[src/core/io_gate_pkg.sv]
// Purpose: Shared constants for the channel, counter and analog block
// Assumes: 20 MHz system clock, classic Wishbone register access
// Notes:   Byte offsets are word aligned; unused upper bits read as zero
package io_gate_pkg;
  localparam int          CHANNELS      = 12;
  localparam int          CLK_PERIOD_NS = 50;
  // Input delay filter: step and range in nanoseconds
  localparam int          FILT_STEP_NS  = 200000;
  localparam int          FILT_MAX_NS   = 25000000;
  localparam logic [11:0] STEP_CYCLES   = 12'(FILT_STEP_NS / CLK_PERIOD_NS);
  localparam logic [6:0]  FILT_MAX_STEP = 7'(FILT_MAX_NS / FILT_STEP_NS);
  localparam logic [6:0]  FILT_RESET    = 7'h00;
  // Gate time base as rates in 62.5 Hz units against the 20 MHz clock
  localparam logic [19:0] TB_DIV        = 20'h4E200;
  localparam logic [19:0] TB_INC_48M    = 20'hBB800;
  localparam logic [19:0] TB_INC_3M     = 20'h0BB80;
  localparam logic [19:0] TB_INC_187K   = 20'h00BB8;
  localparam logic [1:0]  TB_SEL_48M    = 2'h0;
  localparam logic [1:0]  TB_SEL_3M     = 2'h1;
  // Register byte offsets
  localparam logic [7:0]  ADR_DIR       = 8'h00;
  localparam logic [7:0]  ADR_OUT       = 8'h04;
  localparam logic [7:0]  ADR_IN        = 8'h08;
  localparam logic [7:0]  ADR_LATCH     = 8'h0C;
  localparam logic [7:0]  ADR_CTRL      = 8'h10;
  localparam logic [7:0]  ADR_FILT      = 8'h14;
  localparam logic [7:0]  ADR_COUNT     = 8'h18;
  localparam logic [7:0]  ADR_GATE      = 8'h1C;
  localparam logic [7:0]  ADR_ANALOG    = 8'h20;
  localparam logic [7:0]  ADR_UPPER     = 8'h24;
  localparam logic [7:0]  ADR_LOWER     = 8'h28;
  localparam logic [7:0]  ADR_RAMP      = 8'h2C;
  localparam logic [7:0]  ADR_STAT      = 8'h30;
  localparam logic [7:0]  ADR_MASK      = 8'h34;
  localparam logic [7:0]  ADR_SHORT     = 8'h38;
  // Control field positions
  localparam int          CTRL_MODE     = 0;
  localparam int          CTRL_TB_LSB   = 1;
  localparam int          CTRL_LATCH    = 3;
  localparam int          CTRL_PRE_LSB  = 8;
  // Status bits above the twelve short-circuit bits
  localparam int          ST_GATE       = 12;
  localparam int          ST_UPPER      = 13;
  localparam int          ST_LOWER      = 14;
  localparam int          ST_RANGE      = 15;
  // Analog format and reset values
  localparam logic [15:0] ANA_MAX       = 16'h7FFF;
  localparam logic [15:0] ANA_MIN       = 16'h0000;
  localparam logic [15:0] UPPER_RESET   = 16'h7FFF;
  localparam logic [15:0] LOWER_RESET   = 16'h0000;
  localparam logic [15:0] RAMP_RESET    = 16'h0000;
endpackage

[src/core/input_delay_filter.sv]
// Purpose: Per-channel input delay filter counting in 0.2 ms steps
// Assumes: pin_i synchronous to clk_i, step_i a one-cycle pulse
// Notes:   A delay of zero passes the pin straight to the level register
`timescale 1ns/1ps
module input_delay_filter (
  // Clock and reset
  input  wire logic       clk_i,
  input  wire logic       rst_i,
  // Timing and setting
  input  wire logic       step_i,
  input  wire logic [6:0] delay_i,
  // Signal
  input  wire logic       pin_i,
  output logic            level_o
);
  typedef struct packed {
    logic [6:0] cnt;
    logic       level;
  } filt_state_t;

  filt_state_t st;
  filt_state_t next_st;

  // Level follows the pin only after it stayed different for the delay
  // The first step after a change may be partial, so one extra step is
  // counted: the delay is never shorter than the setting, at most one step longer
  always_comb
  begin
    next_st = st;
    if (pin_i == st.level)
    begin
      next_st.cnt = 7'h00;
    end
    else if (delay_i == 7'h00)
    begin
      next_st.level = pin_i;
    end
    else if (step_i)
    begin
      if (st.cnt >= delay_i)
      begin
        next_st.level = pin_i;
        next_st.cnt   = 7'h00;
      end
      else
      begin
        next_st.cnt = st.cnt + 7'h01;
      end
    end
  end

  // State register
  always_ff @(posedge clk_i)
  begin
    if (rst_i)
      st <= '0;
    else
      st <= next_st;
  end

  assign level_o = st.level;
endmodule

[src/core/io_counter_gate_filter.sv]
// Purpose: Twelve I/O channels, event counter or gate meter, analog input
// Assumes: Pins and converter strobes synchronous to clk_i at 20 MHz
// Notes:   Registers sit on a classic Wishbone slave with one wait state
// What this block does
// - Falling edges on channel one bump a 16-bit wrapping counter.
// - One counter channel, either event counting or gate measuring, selected.
// - Gate mode counts time-base ticks from rising to falling edge.
// - Gate time base is 48 MHz, 3 MHz or 187.5 kHz.
// - Input delay filter 0 to 25 ms in 0.2 ms steps, reset zero.
// - When enabled, captured input highs are held until cleared.
// - Each of twelve channels is set as input or output.
// - Analog value is 12-bit result times eight, 0x0000 to 0x7FFF.
// - Undershoot reports 0x0000, overshoot reports 0x7FFF.
// - Analog value comes from one 12-bit converter channel.
// - Analog value checked against configurable upper and lower limits.
// - Analog filter limits the ramp per update.
// - Each driven output is watched for short circuit or overload.
// - Local I/O cycle runs 1:1 or prescaled from the bus cycle.
`timescale 1ns/1ps
module io_counter_gate_filter (
  // Clock and reset
  input  wire logic        clk_i,
  input  wire logic        rst_i,
  // Wishbone slave
  input  wire logic        wb_cyc_i,
  input  wire logic        wb_stb_i,
  input  wire logic        wb_we_i,
  input  wire logic [7:0]  wb_adr_i,
  input  wire logic [3:0]  wb_sel_i,
  input  wire logic [31:0] wb_dat_i,
  output logic      [31:0] wb_dat_o,
  output logic             wb_ack_o,
  // Channel pins
  input  wire logic [11:0] ch_pin_i,
  output logic      [11:0] ch_out_o,
  output logic      [11:0] ch_oe_n_o,
  input  wire logic [11:0] ch_short_i,
  // Analog converter
  input  wire logic        adc_valid_i,
  input  wire logic [11:0] adc_data_i,
  input  wire logic        adc_under_i,
  input  wire logic        adc_over_i,
  // Bus cycle and interrupt
  input  wire logic        bus_cycle_i,
  output logic             io_cycle_o,
  output logic             irq_o
);
  typedef struct packed {
    logic [11:0] dir;
    logic [11:0] out;
    logic [11:0] image;
    logic [11:0] latch;
    logic        gate_mode;
    logic [1:0]  tbase;
    logic        latch_en;
    logic [7:0]  presc;
    logic [6:0]  filt;
    logic [15:0] count;
    logic [15:0] gate_run;
    logic [15:0] gate_res;
    logic        gate_act;
    logic [19:0] tacc;
    logic [15:0] ana;
    logic [15:0] upper;
    logic [15:0] lower;
    logic [15:0] ramp;
    logic [15:0] stat;
    logic [15:0] mask;
    logic [7:0]  pdiv;
    logic        io_cyc;
    logic [11:0] step_cnt;
    logic        step;
    logic        cnt_prev;
    logic        gate_prev;
    logic        ack;
    logic [31:0] dat;
  } core_state_t;

  core_state_t st;
  core_state_t next_st;
  logic [11:0] filt_lvl;

  // Byte-lane merge of a write into an old register value
  function automatic logic [31:0] merge(input logic [31:0] old, input logic [31:0] wd,
                                        input logic [3:0] sel);
    logic [31:0] m;
    m = {{8{sel[3]}}, {8{sel[2]}}, {8{sel[1]}}, {8{sel[0]}}};
    return (old & ~m) | (wd & m);
  endfunction

  // Ticks owed this cycle by the fractional time-base accumulator
  function automatic logic [1:0] tick_count(input logic [20:0] sum);
    if (sum >= 21'(3) * {1'b0, io_gate_pkg::TB_DIV})
      return 2'h3;
    else if (sum >= 21'(2) * {1'b0, io_gate_pkg::TB_DIV})
      return 2'h2;
    else if (sum >= {1'b0, io_gate_pkg::TB_DIV})
      return 2'h1;
    else
      return 2'h0;
  endfunction

  // One delay filter per channel
  // per-channel delay filter
  for (genvar g = 0; g < io_gate_pkg::CHANNELS; g++)
  begin : g_filt
    input_delay_filter u_filt (
      .clk_i   (clk_i),
      .rst_i   (rst_i),
      .step_i  (st.step),
      .delay_i (st.filt),
      .pin_i   (ch_pin_i[g]),
      .level_o (filt_lvl[g])
    );
  end

  logic        bus_req;
  logic        wr_now;
  logic [7:0]  adr;
  logic [19:0] tinc;
  logic [20:0] tsum;
  logic [1:0]  ticks;
  logic [15:0] target;
  logic [15:0] wstat;
  logic [31:0] rd;
  logic [31:0] wv;
  logic        cnt_fall;
  logic        gate_rise;
  logic        gate_fall;

  // Bus decode; writes land on the edge that samples ack high
  assign bus_req   = wb_cyc_i & wb_stb_i;
  assign wr_now    = bus_req & wb_we_i & st.ack;
  assign adr       = {wb_adr_i[7:2], 2'b00};
  assign cnt_fall  = st.cnt_prev & ~ch_pin_i[0];
  assign gate_rise = ~st.gate_prev & ch_pin_i[1];
  assign gate_fall = st.gate_prev & ~ch_pin_i[1];

  // Time base increment and tick extraction
  // time base selection
  always_comb
  begin
    case (st.tbase)
      io_gate_pkg::TB_SEL_48M: tinc = io_gate_pkg::TB_INC_48M;
      io_gate_pkg::TB_SEL_3M:  tinc = io_gate_pkg::TB_INC_3M;
      default:                 tinc = io_gate_pkg::TB_INC_187K;
    endcase
    tsum  = {1'b0, st.tacc} + {1'b0, tinc};
    ticks = tick_count(tsum);
  end

  // Converter scaling and overload clamp
  // scale by eight; clamp; single converter
  always_comb
  begin
    if (adc_under_i)
      target = io_gate_pkg::ANA_MIN;
    else if (adc_over_i)
      target = io_gate_pkg::ANA_MAX;
    else
      target = {1'b0, adc_data_i, 3'b000};
  end

  // Read mux; unmapped offsets answer with zero
  always_comb
  begin
    case (adr)
      io_gate_pkg::ADR_DIR:    rd = {20'h00000, st.dir};
      io_gate_pkg::ADR_OUT:    rd = {20'h00000, st.out};
      io_gate_pkg::ADR_IN:     rd = {20'h00000, st.image};
      io_gate_pkg::ADR_LATCH:  rd = {20'h00000, st.latch};
      io_gate_pkg::ADR_CTRL:   rd = {16'h0000, st.presc, 4'h0, st.latch_en, st.tbase,
                                     st.gate_mode};
      io_gate_pkg::ADR_FILT:   rd = {25'h0000000, st.filt};
      io_gate_pkg::ADR_COUNT:  rd = {16'h0000, st.count};
      io_gate_pkg::ADR_GATE:   rd = {16'h0000, st.gate_res};
      io_gate_pkg::ADR_ANALOG: rd = {16'h0000, st.ana};
      io_gate_pkg::ADR_UPPER:  rd = {16'h0000, st.upper};
      io_gate_pkg::ADR_LOWER:  rd = {16'h0000, st.lower};
      io_gate_pkg::ADR_RAMP:   rd = {16'h0000, st.ramp};
      io_gate_pkg::ADR_STAT:   rd = {16'h0000, st.stat};
      io_gate_pkg::ADR_MASK:   rd = {16'h0000, st.mask};
      io_gate_pkg::ADR_SHORT:  rd = {20'h00000, ch_short_i & st.dir};
      default:                 rd = 32'h00000000;
    endcase
  end

  // Next-state logic for the whole block
  always_comb
  begin
    next_st = st;
    wv      = 32'h00000000;
    wstat   = 16'h0000;
    // Single wait state: ack rises one cycle after the request, drops after
    next_st.ack = bus_req & ~st.ack;
    next_st.dat = rd;
    // Filter step timer, a free running 0.2 ms pulse
    next_st.step = (st.step_cnt == io_gate_pkg::STEP_CYCLES - 12'h001);
    next_st.step_cnt = next_st.step ? 12'h000 : st.step_cnt + 12'h001;
    // prescaled io cycle, prescaler zero gives 1:1
    next_st.io_cyc = 1'b0;
    if (bus_cycle_i)
    begin
      if (st.pdiv >= st.presc)
      begin
        next_st.pdiv   = 8'h00;
        next_st.io_cyc = 1'b1;
      end
      else
      begin
        next_st.pdiv = st.pdiv + 8'h01;
      end
    end
    // Input image sampled once per local cycle so a read sees one snapshot
    if (st.io_cyc)
      next_st.image = filt_lvl & ~st.dir;
    // falling edge counter, wraps naturally at 16 bits
    next_st.cnt_prev  = ch_pin_i[0];
    next_st.gate_prev = ch_pin_i[1];
    if (!st.gate_mode && cnt_fall)
      next_st.count = st.count + 16'h0001;
    // gate ticks from rising to falling edge
    next_st.tacc = st.tacc;
    if (st.gate_mode && gate_rise)
    begin
      next_st.gate_act = 1'b1;
      next_st.gate_run = 16'h0000;
      next_st.tacc     = 20'h00000;
    end
    else if (st.gate_mode && st.gate_act)
    begin
      next_st.tacc = 20'(tsum - 21'(ticks) * {1'b0, io_gate_pkg::TB_DIV});
      next_st.gate_run = st.gate_run + {14'h0000, ticks};
      // result register only loads at the falling edge
      if (gate_fall)
      begin
        next_st.gate_act = 1'b0;
        next_st.gate_res = st.gate_run + {14'h0000, ticks};
        wstat[io_gate_pkg::ST_GATE] = 1'b1;
      end
    end
    // ramp limit per converter update, zero means unlimited
    if (adc_valid_i)
    begin
      if (st.ramp == 16'h0000)
        next_st.ana = target;
      else if (target > st.ana)
        next_st.ana = (target - st.ana > st.ramp) ? st.ana + st.ramp : target;
      else
        next_st.ana = (st.ana - target > st.ramp) ? st.ana - st.ramp : target;
      // limit checks on the reported value
      wstat[io_gate_pkg::ST_UPPER] = next_st.ana > st.upper;
      wstat[io_gate_pkg::ST_LOWER] = next_st.ana < st.lower;
      wstat[io_gate_pkg::ST_RANGE] = adc_under_i | adc_over_i;
    end
    // short or overload on a driven output
    wstat[11:0] = ch_short_i & st.dir;
    // Register writes
    if (wr_now)
    begin
      case (adr)
        io_gate_pkg::ADR_DIR:
          next_st.dir = 12'(merge({20'h00000, st.dir}, wb_dat_i, wb_sel_i));
        io_gate_pkg::ADR_OUT:
          next_st.out = 12'(merge({20'h00000, st.out}, wb_dat_i, wb_sel_i));
        io_gate_pkg::ADR_LATCH:
          next_st.latch = st.latch & ~wb_dat_i[11:0];
        io_gate_pkg::ADR_CTRL:
        begin
          wv = merge(rd, wb_dat_i, wb_sel_i);
          next_st.gate_mode = wv[io_gate_pkg::CTRL_MODE];
          next_st.tbase     = wv[io_gate_pkg::CTRL_TB_LSB +: 2];
          next_st.latch_en  = wv[io_gate_pkg::CTRL_LATCH];
          next_st.presc     = wv[io_gate_pkg::CTRL_PRE_LSB +: 8];
          next_st.gate_act  = 1'b0;
        end
        io_gate_pkg::ADR_FILT:
        begin
          // Larger settings clamp to the 25 ms ceiling
          wv = merge(rd, wb_dat_i, wb_sel_i);
          next_st.filt = (wv[31:7] != 25'h0000000 || wv[6:0] > io_gate_pkg::FILT_MAX_STEP)
                         ? io_gate_pkg::FILT_MAX_STEP : wv[6:0];
        end
        io_gate_pkg::ADR_COUNT:
          next_st.count = 16'(merge(rd, wb_dat_i, wb_sel_i));
        io_gate_pkg::ADR_UPPER:
          next_st.upper = 16'(merge(rd, wb_dat_i, wb_sel_i));
        io_gate_pkg::ADR_LOWER:
          next_st.lower = 16'(merge(rd, wb_dat_i, wb_sel_i));
        io_gate_pkg::ADR_RAMP:
          next_st.ramp = 16'(merge(rd, wb_dat_i, wb_sel_i));
        io_gate_pkg::ADR_STAT:
          next_st.stat = st.stat & ~wb_dat_i[15:0];
        io_gate_pkg::ADR_MASK:
          next_st.mask = 16'(merge(rd, wb_dat_i, wb_sel_i));
        default:
          next_st.dir = st.dir;
      endcase
    end
    // latch captured highs; a capture beats a clear in the same cycle
    if (st.latch_en)
      next_st.latch = next_st.latch | (filt_lvl & ~st.dir);
    // Sticky events; set wins over a write-one clear
    next_st.stat = next_st.stat | wstat;
  end

  // State register with reset values
  always_ff @(posedge clk_i)
  begin
    if (rst_i)
    begin
      st       <= '0;
      st.filt  <= io_gate_pkg::FILT_RESET;
      st.upper <= io_gate_pkg::UPPER_RESET;
      st.lower <= io_gate_pkg::LOWER_RESET;
      st.ramp  <= io_gate_pkg::RAMP_RESET;
    end
    else
    begin
      st <= next_st;
    end
  end

  // Outputs; enable is active low while a channel drives
  assign wb_ack_o   = st.ack;
  assign wb_dat_o   = st.dat;
  assign ch_out_o   = st.out & st.dir;
  assign ch_oe_n_o  = ~st.dir;
  assign io_cycle_o = st.io_cyc;
  assign irq_o      = |(st.stat & st.mask);
endmodule

[config.mk]
export PLATFORM = sky130hd
export DESIGN_NAME = io_counter_gate_filter
export DESIGN_NICKNAME = d
export VERILOG_FILES = /design/src/core/io_gate_pkg.sv /design/src/core/input_delay_filter.sv /design/src/core/io_counter_gate_filter.sv
export SDC_FILE = /design/constraint.sdc
export NUM_CORES = 1
export LEC_CHECK = 0
export ABC_AREA = 1
export BUFFER_PORTS_ARGS = -buffer_cell sky130_fd_sc_hd__buf_2
export CORE_ASPECT_RATIO = 1.2
export CORE_MARGIN = 3
export CORE_UTILIZATION = 65
export DETAILED_ROUTE_END_ITERATION = 10
export HOLD_SLACK_MARGIN = 0.12
export PLACE_DENSITY = 0.84
export SLEW_MARGIN = 20
export SYNTH_ARGS = -nofsm -noshare
export SYNTH_HDL_FRONTEND = slang
export SYNTH_SLANG_ARGS = --single-unit
[constraint.sdc]
create_clock -name clk_i -period 15.1 [get_ports clk_i]
set_clock_uncertainty 0.2 [all_clocks]
set_input_delay 3.02 -clock clk_i [delete_from_list [all_inputs] [get_ports clk_i]]
set_output_delay 3.02 -clock clk_i [all_outputs]
set_load 0.1 [all_outputs]
[Word level (Yosys, flattened, before mapping)]
Index checks and enable logic that the tools add are counted.
Operators by class
  add/subtract/negate cells: 22
  muxes and demuxes: 82
  multiply operators: 1
  equal/unequal tests: 28
  bitwise operators: 46
  reduce and logical (&&, ||, !) cells: 61
  $lt $le $gt $ge: 22
Operator list (count)
  case mux 16 bit (15 select lines): 1
  2-to-1 mux 16 bit: 9
  2-to-1 mux 7 bit: 14
  adder 7 x 1 -> 7 bit, second input constant: 12
  greater-or-equal comparator 7 bit: 12
  AND 12 bit: 6
  greater-than comparator 16 bit: 4
  subtractor 16 bit: 3
  2-to-1 mux 47 bit: 1
  2-to-1 mux 1 bit: 44
  equality test 6 x 4 -> 1 bit, second input constant: 7
  greater-or-equal comparator 21 x 20 -> 1 bit, second input constant: 2
  2-to-1 mux 21 bit: 2
  case mux 20 bit (2 select lines): 1
  AND reduction 3 bit: 13
  2-to-1 mux 12 bit: 3
  bitwise OR 12 bit: 3
  AND 16 bit: 2
  AND 16 x 32 -> 32 bit: 1
  AND 32 bit: 1
  2-to-1 mux 32 bit: 1
  NOT 32 bit: 1
  bitwise OR 32 bit: 1
  2-to-1 mux 15 bit: 2
  other kinds (39): 116
Word-level totals
  output and inout port bits: 59
  register bits after elaboration: 385
  word-level logic and storage cells: 314

[Longest topological paths before layout]
Gate-level depths: netlist of run 1.
  depth after elaboration: 13
  depth in mapped cells: 37

[Modules after synthesis]
From an unflattened synthesis of run 1, not the netlist that was laid out.
Second synthesis, totals
  cell total of the unflattened synthesis: 4035
  area, all modules: 27254.9 um2
By module, submodules not included
  io_counter_gate_filter: cells an instance 2691, times used 1, area each 18516.5 um2
  input_delay_filter: cells an instance 112, times used 12, area each 728.2 um2

[Worst setup path after synthesis of run 1]
No wires, ideal clock.
  kind: input -> register
  start point: in adc_over_i
  end point: reg st[86] (netlist name)
  setup slack: 7321 ps
  library setup time: 132 ps
  arrival time: 7447 ps
  data required time: 14768 ps
  cell stages on the path: 32
  cells stage by stage: inv_1 nor2_1 inv_1 nand2_1 ha_1 buf_2 a21oi_1 a21boi_0 nor2_1 nor2_1 o2111ai_1 xor2_1 ha_1 nand2_1 nor3_1 nand3_1 nand2_1 clkbuf_1 a21oi_1 o21ai_0 o21ai_0 o211ai_1 nand2_1 inv_1 ha_1 a21oi_1 nor2_1 a211oi_1 o221ai_1 a21oi_1 nand3b_1 a21oi_1
Between the ends
  word-level cells in the longest chain between the ends: 11
RTL lines
  start: declaration: RTL line io_counter_gate_filter.sv:42  | input wire logic adc_over_i,
  2-to-1 mux 15 bit *: RTL line io_counter_gate_filter.sv:158  | else if (adc_over_i)
  2-to-1 mux 15 bit *: RTL line io_counter_gate_filter.sv:156  | if (adc_under_i)
  subtractor 16 bit, on equally long branches: RTL line io_counter_gate_filter.sv:250, io_counter_gate_filter.sv:248
  greater-than comparator 16 bit, on equally long branches: RTL line io_counter_gate_filter.sv:250, io_counter_gate_filter.sv:248
  2-to-1 mux 16 bit, on equally long branches: RTL line io_counter_gate_filter.sv:250, io_counter_gate_filter.sv:248
  2-to-1 mux 16 bit: RTL line io_counter_gate_filter.sv:247  | else if (target > st.ana)
  2-to-1 mux 16 bit *: RTL line io_counter_gate_filter.sv:245  | if (st.ramp == 16'h0000)
  2-to-1 mux 16 bit *: RTL line io_counter_gate_filter.sv:243  | if (adc_valid_i)
  greater-than comparator 16 bit *: RTL line io_counter_gate_filter.sv:252  | wstat[io_gate_pkg::ST_UPPER] = next_st.ana > st.upper;
  2-to-1 mux 3 bit *: RTL line io_counter_gate_filter.sv:243
  bitwise OR 16 bit *: RTL line io_counter_gate_filter.sv:304  | next_st.stat = next_st.stat | wstat;
  end signal: assignment: RTL line io_counter_gate_filter.sv:320  | st <= next_st;
  end: declaration: RTL line io_counter_gate_filter.sv:79  | core_state_t st;
Mark *: on every way between the ends. The rest lies on a longest branch, timed or not. The select of a mux whose other input is x is not followed.
A chain may end at the register's enable or synchronous reset.

[Worst setup path after layout of run 1]
Ends and elaborated chain as after synthesis.

==> results of run 1 <==
layout make-up:
| class | count | area [um^2] | share of cell area [%] |
|---|---|---|---|
| multi-input cells | 2529 | 15000 | 55.9 |
| flip-flops and latches | 366 | 7330 | 27.3 |
| inverters | 468 | 1760 | 6.56 |
| clock buffers | 51 | 1130 | 4.23 |
| repair buffers | 142 | 746 | 2.78 |
| well taps | 474 | 593 | 2.21 |
| clock inverters | 21 | 262 | 0.974 |
| diodes | 1 | 2.50 | 0.00932 |
path summary, 6_finish.rpt:
kind                             start             endpoint  slack, ns  cells after the start
setup reg to reg  st[138]$_SDFFE_PP0P_    st[86]$_SDFF_PP0_       8.13                     25
hold reg to reg    wb_ack_o$_SDFF_PP0_  wb_ack_o$_SDFF_PP0_       0.25                      1
hold / removal     wb_ack_o$_SDFF_PP0_  wb_ack_o$_SDFF_PP0_       0.25                      1
setup / recovery            adc_over_i    st[86]$_SDFF_PP0_       5.34                     29
cell families (layout without fill, tap and decap cells):
family                     count (synthesis)  in the layout  share of synthesized area (%)
AOI/OAI and AO/OA                        971            971                           21.8
xor gates and xnor gates                 116            116                           4.21
adders and majority gates                261            261                           13.4
buffers and inverters                    610            682                           10.0
DFF                                      366            366                           29.6
muxes                                      3              3                          0.121
other                                      1             17                         0.0152
and+or+nand+nor                         1162           1162                           20.8
registers in the layout (all words and copies together), names as in the netlist, named ones only:
signal and flops:
st 228, g_filt.u_filt.st 84, wb_dat_o 16, g_filt.u_filt.level_o 12, io_cycle_o 1, wb_ack_o 1
cell usage in the layout (no fill, tap or decap), types with 10 or more instances in the layout:
cell and count:
xnor2_1 13, xor2_1 101, conb_1 16, buf_2 128, nor3b_1 19, clkinv_2 10, clkbuf_16 42, o22ai_1 36
inv_1 451, nor3_1 46, nand4_1 60, o21bai_1 17, or2_2 12, a221oi_1 10, nand3_1 149, ha_1 254
o21ai_1 17, a211oi_1 10, o2111ai_1 13, o211ai_1 30, buf_4 14, nor2_1 266, o21ai_2 14, o21a_1 21
o21ai_0 325, nand2_1 548, dfxtp_1 366, inv_2 12, a21oi_1 430
worst register-to-register path, cell delays in order (launching register included):
cell and delay [ns]:
dfxtp_1 0.61, inv_1 0.26, ha_1 0.35, nand2_1 0.09
inv_1 0.07, a21oi_1 0.28, o221ai_1 0.31, nand2_1 0.15
o2111ai_1 0.13, xor2_1 0.16, ha_1 0.30, nand2_1 0.09
nor3_1 0.58, nand3_1 0.20, nand2_1 0.59, inv_1 0.45
o21ai_0 0.28, o221ai_1 0.13, o21ai_0 0.17, inv_1 0.11
ha_1 0.31, nand2_1 0.08, nor4_1 0.47, nand4_1 0.19
nand3b_1 0.20, a21oi_1 0.08
layer usage:
metal  vias to the layer above  track usage [%]  share of wire [%]
li1                      11900                -                  -
met1                     11500             42.8                 37
met2                      1229             66.0                 47
met3                       322             5.89                7.5
met4                         0             27.4                8.4
met5                         -                0                  0
stage by stage:
step | instances | hold WS (ns) | area [um^2]
after CTS | 4051 | 0.251 | 26800
after detailed placement | 3979 | 0.243 | 25400
final | 4052 | 0.247 | 26800
after floorplan | 3505 | 0.230 | 24800
after global routing | 4051 | 0.286 | 26800
after global placement | 3979 | 0.227 | 25400
power groups by stage:
| stage | logic (W) | clock network (W) | registers [W] |
|---|---|---|---|
| final | 0.000378 | 0.00105 | 0.000988 |
| after global routing | 0.000414 | 0.00109 | 0.000989 |
| after CTS | 0.000369 | 0.00105 | 0.000988 |
| after detailed placement | 0.000367 | 0 | 0.00101 |
| after global placement | 0.000360 | 0 | 0.00101 |
| after floorplan | 0.000266 | 0 | 0.00100 |
==> impl_metrics.py, run 1 <==
metrics = {
    "worst_setup_path": {
        "critPathSlowestCell": "nand2_1",
        "cp_max_fo": 17,
        "startpoint_type": "primary input",
        "path_buf_inv": 7,
        "cp.arrival_ns": 9.96,
        "required_ns": 15.30,
        "critPathTopFamily": "simple AND/OR/NAND/NOR gates",
        "critPathKind": "primary input to flip-flop",
        "cpMostUsedCell": "inv_1",
        "max_stage_delay_ns": 0.59,
        "endpoint_kind": "flip-flop",
    },
    "final_layout": {
        "syn_to_final_growth_pct": 8.47,
        "drive_gt1_share_pct": 8.47,
        "nFillCells": 2993,
        "fin_nets": 3897,
        "post-route-util_pct": 72.2,
    },
    "cts": {
        "post_cts_resized": 0,
        "cts_setup_buffers": 0,
        "cts_tree": "yes",
        "clock_latency_ns": 0.57,
        "hold_buffers": 0,
        "cts_root_buf": "clkbuf_16",
        "htreeDepth": 2,
        "clock_path_buffers": 3,
        "path_clk_slew_ns": 0.06,
        "cts_buffers": 40,
        "cts.sinks": 366,
    },
    "sta": {
        "slew_violations": 0,
        "rsz0062_at_grt": "no",
        "slew_headroom_pct": 30.9,
        "tightest_slew_ns": 1.04,
        "timing.final.ws_setup_ns": 5.34,
        "hold_viol": 0,
        "finalCritPeriodShare_pct": 64.6,
        "fin_setup_tns_ns": 0,
        "period_minus_slack_ns": 9.76,
        "max_freq_mhz": 103,
        "finalSetupViolCount": 0,
    },
    "placed_design": {
        "numPortBuffers": 129,
        "dp_hpwl_um": 60000,
        "post-place-ws_ns": 4.96,
        "place_congestion": 1.01,
    },
    "logic_synthesis": {
        "yosys_warnings": 0,
        "synth-seq-cells": 366,
        "synth_most_common_cell": "nand2_1",
        "async_flop_share_pct": 0,
        "yosys.area.top_type": "dfxtp_1",
        "ys_top_cells_by_count": "548 x nand2_1, 452 x inv_1, 430 x a21oi_1, 366 x dfxtp_1, 325 x o21ai_0",
        "synth.area.top_cells": "dfxtp_1 30%, ha_1 13%, a21oi_1 8.7%",
        "synth_cell_type_count": 66,
        "synth_top_area_share_pct": 29.6,
        "syn_inst": 3490,
        "synth_edf_count": 0,
        "synth_area_um2": 24700,
        "seq_area_frac_synth_pct": 29.6,
        "syn_avg_cell_area_um2": 7.09,
        "synthFlopType": "dfxtp_1",
    },
    "die": {
        "die_area_um2": 40500,
        "coreArea_um2": 37200,
        "dieHeight_um": 220,
        "pin_count": 148,
        "initial_core_util_pct": 66.5,
        "chipWidth_um": 184,
        "row_count": 77,
    },
    "status": {
        "status": "completed",
    },
    "route": {
        "dr.pass1.iters": 7,
        "wire_per_inst_um": 19.7,
        "drc_errors": 0,
        "routed_wirelength_um": 79700,
        "vias": 25000,
        "drt-vias-per-instance": 6.16,
        "drtAntennaViolNets": 0,
        "drt_iter0_markers": 2451,
    },
    "power": {
        "comb_power_share_pct": 15.7,
        "seqPwrFrac_pct": 41.0,
        "power.density_nw_per_um2": 89.9,
        "power.clock.fraction_pct": 43.4,
        "p_sw_w": 0.000702,
        "switching_share_pct": 29.1,
        "p_int_w": 0.00171,
        "power_w": 0.00241,
        "ir_worst_vdd_mv": 0.0801,
        "leakagePower_nw": 12.2,
    },
    "global_route": {
        "grt_max_degree": 94,
        "antenna_found_initial": 1,
        "grt_pass1_vias": 24100,
        "grt_overflow": 0,
        "grt_pass1_wl_um": 124000,
        "grt_util_all_layers_pct": 38.2,
    },
    "job": {
        "maxCapViolCount": 0,
    },
    "hold_path": {
        "hold_class": "flip-flop to flip-flop",
    },
}
Note: power is estimated with default switching activity, not from simulation.
==> run 2: changes to the inputs <==
Settings changed: CORE_UTILIZATION 65 to 62, PLACE_DENSITY 0.84 to 0.81.
Clock period 15.1 ns to 9 ns, I/O delays scaled along.
==> run 2 against run 1 <==
Effect of this change: total power up 70%; critical endpoint unchanged; via count shrank 0.88%; wire length fell by 0.70%; sequential share of layout area is 0.14 points lower; core utilization shrank 3.1 points; setup slack worse by 3.9 ns; hold slack worse by 0.0030 ns; critical path type unchanged.
==> impl_metrics.py, run 2 (same netlist as run 1, synthesis figures left out) <==
metrics = {
    "final_layout": {
        "nFillCells": 3279,
        "final_cell_mix": "548 x nand2_1, 451 x inv_1, 430 x a21oi_1",
        "final_common_cell": "nand2_1",
        "post-route-util_pct": 69.1,
        "fin_nets": 3901,
        "antenna_cells": 0,
        "regArea_um2": 7330,
        "largest_register_ffs": 228,
        "multi_input_area_um2": 15000,
        "drive_gt1_share_pct": 8.43,
        "top_register": "st",
        "syn_to_final_growth_pct": 9.01,
    },
    "worst_setup_path": {
        "r2r_cells": 25,
        "max_stage_delay_ns": 0.45,
        "endpoint_kind": "flip-flop",
        "required_ns": 9.28,
        "cp_max_fo": 16,
        "cp.arrival_ns": 7.84,
        "critPathKind": "primary input to flip-flop",
        "cpMostUsedCell": "inv_1",
        "critPathLaunch": "adc_over_i",
        "r2r_start": "st[138]$_SDFFE_PP0P_",
        "critPathSlowestCell": "ha_1",
        "startpoint_type": "primary input",
    },
    "placed_design": {
        "numPortBuffers": 129,
        "dp_hpwl_um": 60000,
        "place_congestion": 0.986,
    },
    "route": {
        "routed_wirelength_um": 79200,
        "drt_iter0_markers": 2214,
        "dr.pass1.iters": 6,
        "drtAntennaViolNets": 0,
        "drt-vias-per-instance": 6.02,
        "wire_per_inst_um": 19.3,
        "vias": 24700,
        "drc_errors": 0,
    },
    "cts": {
        "cts_setup_buffers": 0,
        "cts.sinks": 366,
        "clock_path_buffers": 3,
        "post_cts_resized": 0,
        "clock_latency_ns": 0.55,
        "cts_tree": "yes",
        "path_clk_slew_ns": 0.06,
        "htreeDepth": 2,
        "hold_buffers": 0,
        "cts_buffers": 40,
        "cts_root_buf": "clkbuf_16",
    },
    "power": {
        "comb_power_share_pct": 15.7,
        "power_w": 0.00410,
        "ir_worst_vdd_mv": 0.126,
        "p_int_w": 0.00293,
        "switching_share_pct": 28.4,
        "power.clock.fraction_pct": 43.8,
        "power.density_nw_per_um2": 152,
        "leakagePower_nw": 12.2,
        "p_sw_w": 0.00116,
        "seqPwrFrac_pct": 40.5,
    },
    "die": {
        "die_area_um2": 42300,
        "dieHeight_um": 225,
        "coreArea_um2": 39000,
        "chipWidth_um": 188,
        "pin_count": 148,
        "row_count": 79,
        "initial_core_util_pct": 63.4,
    },
    "status": {
        "status": "completed",
    },
    "global_route": {
        "grt_overflow": 0,
        "grt_max_degree": 103,
        "grt_util_all_layers_pct": 36.2,
        "antenna_found_initial": 1,
        "grt_pass1_vias": 23800,
        "grt_pass1_wl_um": 124000,
    },
    "hold_path": {
        "whs_path_depth": 1,
        "hold_start": "wb_ack_o$_SDFF_PP0_",
        "hold_class": "flip-flop to flip-flop",
    },
    "sta": {
        "finalSetupViolCount": 0,
        "rsz0062_at_grt": "no",
        "slew_violations": 0,
        "max_freq_mhz": 132,
        "hold_viol": 0,
        "timing.hold.ws_ns": 0.244,
        "period_minus_slack_ns": 7.57,
        "slew_headroom_pct": 33.6,
        "fin_setup_tns_ns": 0,
        "tightest_slew_ns": 0.995,
        "finalCritPeriodShare_pct": 84.1,
    },
    "job": {
        "maxCapViolCount": 0,
    },
}
run 2: power by group through the flow:
stage / Sequential [W] / Combinational (W) / Clock, W
2_1_floorplan: 0.00169 / 0.000446 / 0
3_3_place_gp: 0.00169 / 0.000614 / 0
3_5_place_dp: 0.00169 / 0.000629 / 0
4_1_cts: 0.00166 / 0.000632 / 0.00181
5_1_grt: 0.00166 / 0.000709 / 0.00187
6_report: 0.00166 / 0.000643 / 0.00180
run 2: worst paths after layout:
kind | end | slack [ns]
min | wb_ack_o$_SDFF_PP0_ | 0.24
max reg2reg | st[86]$_SDFF_PP0_ | 2.68
max | st[86]$_SDFF_PP0_ | 1.43
min reg2reg | wb_ack_o$_SDFF_PP0_ | 0.24
run 2: worst max-delay path, delay by kind of cell:
kind	cells	cell delay, ns
AO/OA/AOI/OAI	7	1.35
adder cells (fa/ha/maj)	3	1.04
AND/OR/NAND/NOR	12	2.26
buffers and inverters	8	1.22
XOR/XNOR	1	0.18
run 2: area by class of cell:
class,instances,share of cell area (%)
clock buffer,58,4.42
clock inverter,14,0.923
inverter,468,6.53
multi-input combinational,2529,55.7
sequential,366,27.2
tap,526,2.44
timing repair buffer,146,2.88
run 2: per-stage QoR:
step / std cells / area (um^2) / setup WS [ns]
global placement: 4035 / 25500 / 0.965
detailed placement: 4035 / 25500 / 0.925
global route: 4107 / 27000 / 1.06
floorplan: 3505 / 24800 / 2.44
finish: 4107 / 27000 / 1.43
CTS: 4107 / 27000 / 1.49
run 2: layer usage:
layer,up-vias,wire length (um),global-route usage [%]
met2,1050,37700,62.5
met5,-,12,0
met1,11500,29800,41.2
li1,11900,-,-
met4,2,6290,26.0
met3,288,5340,5.07
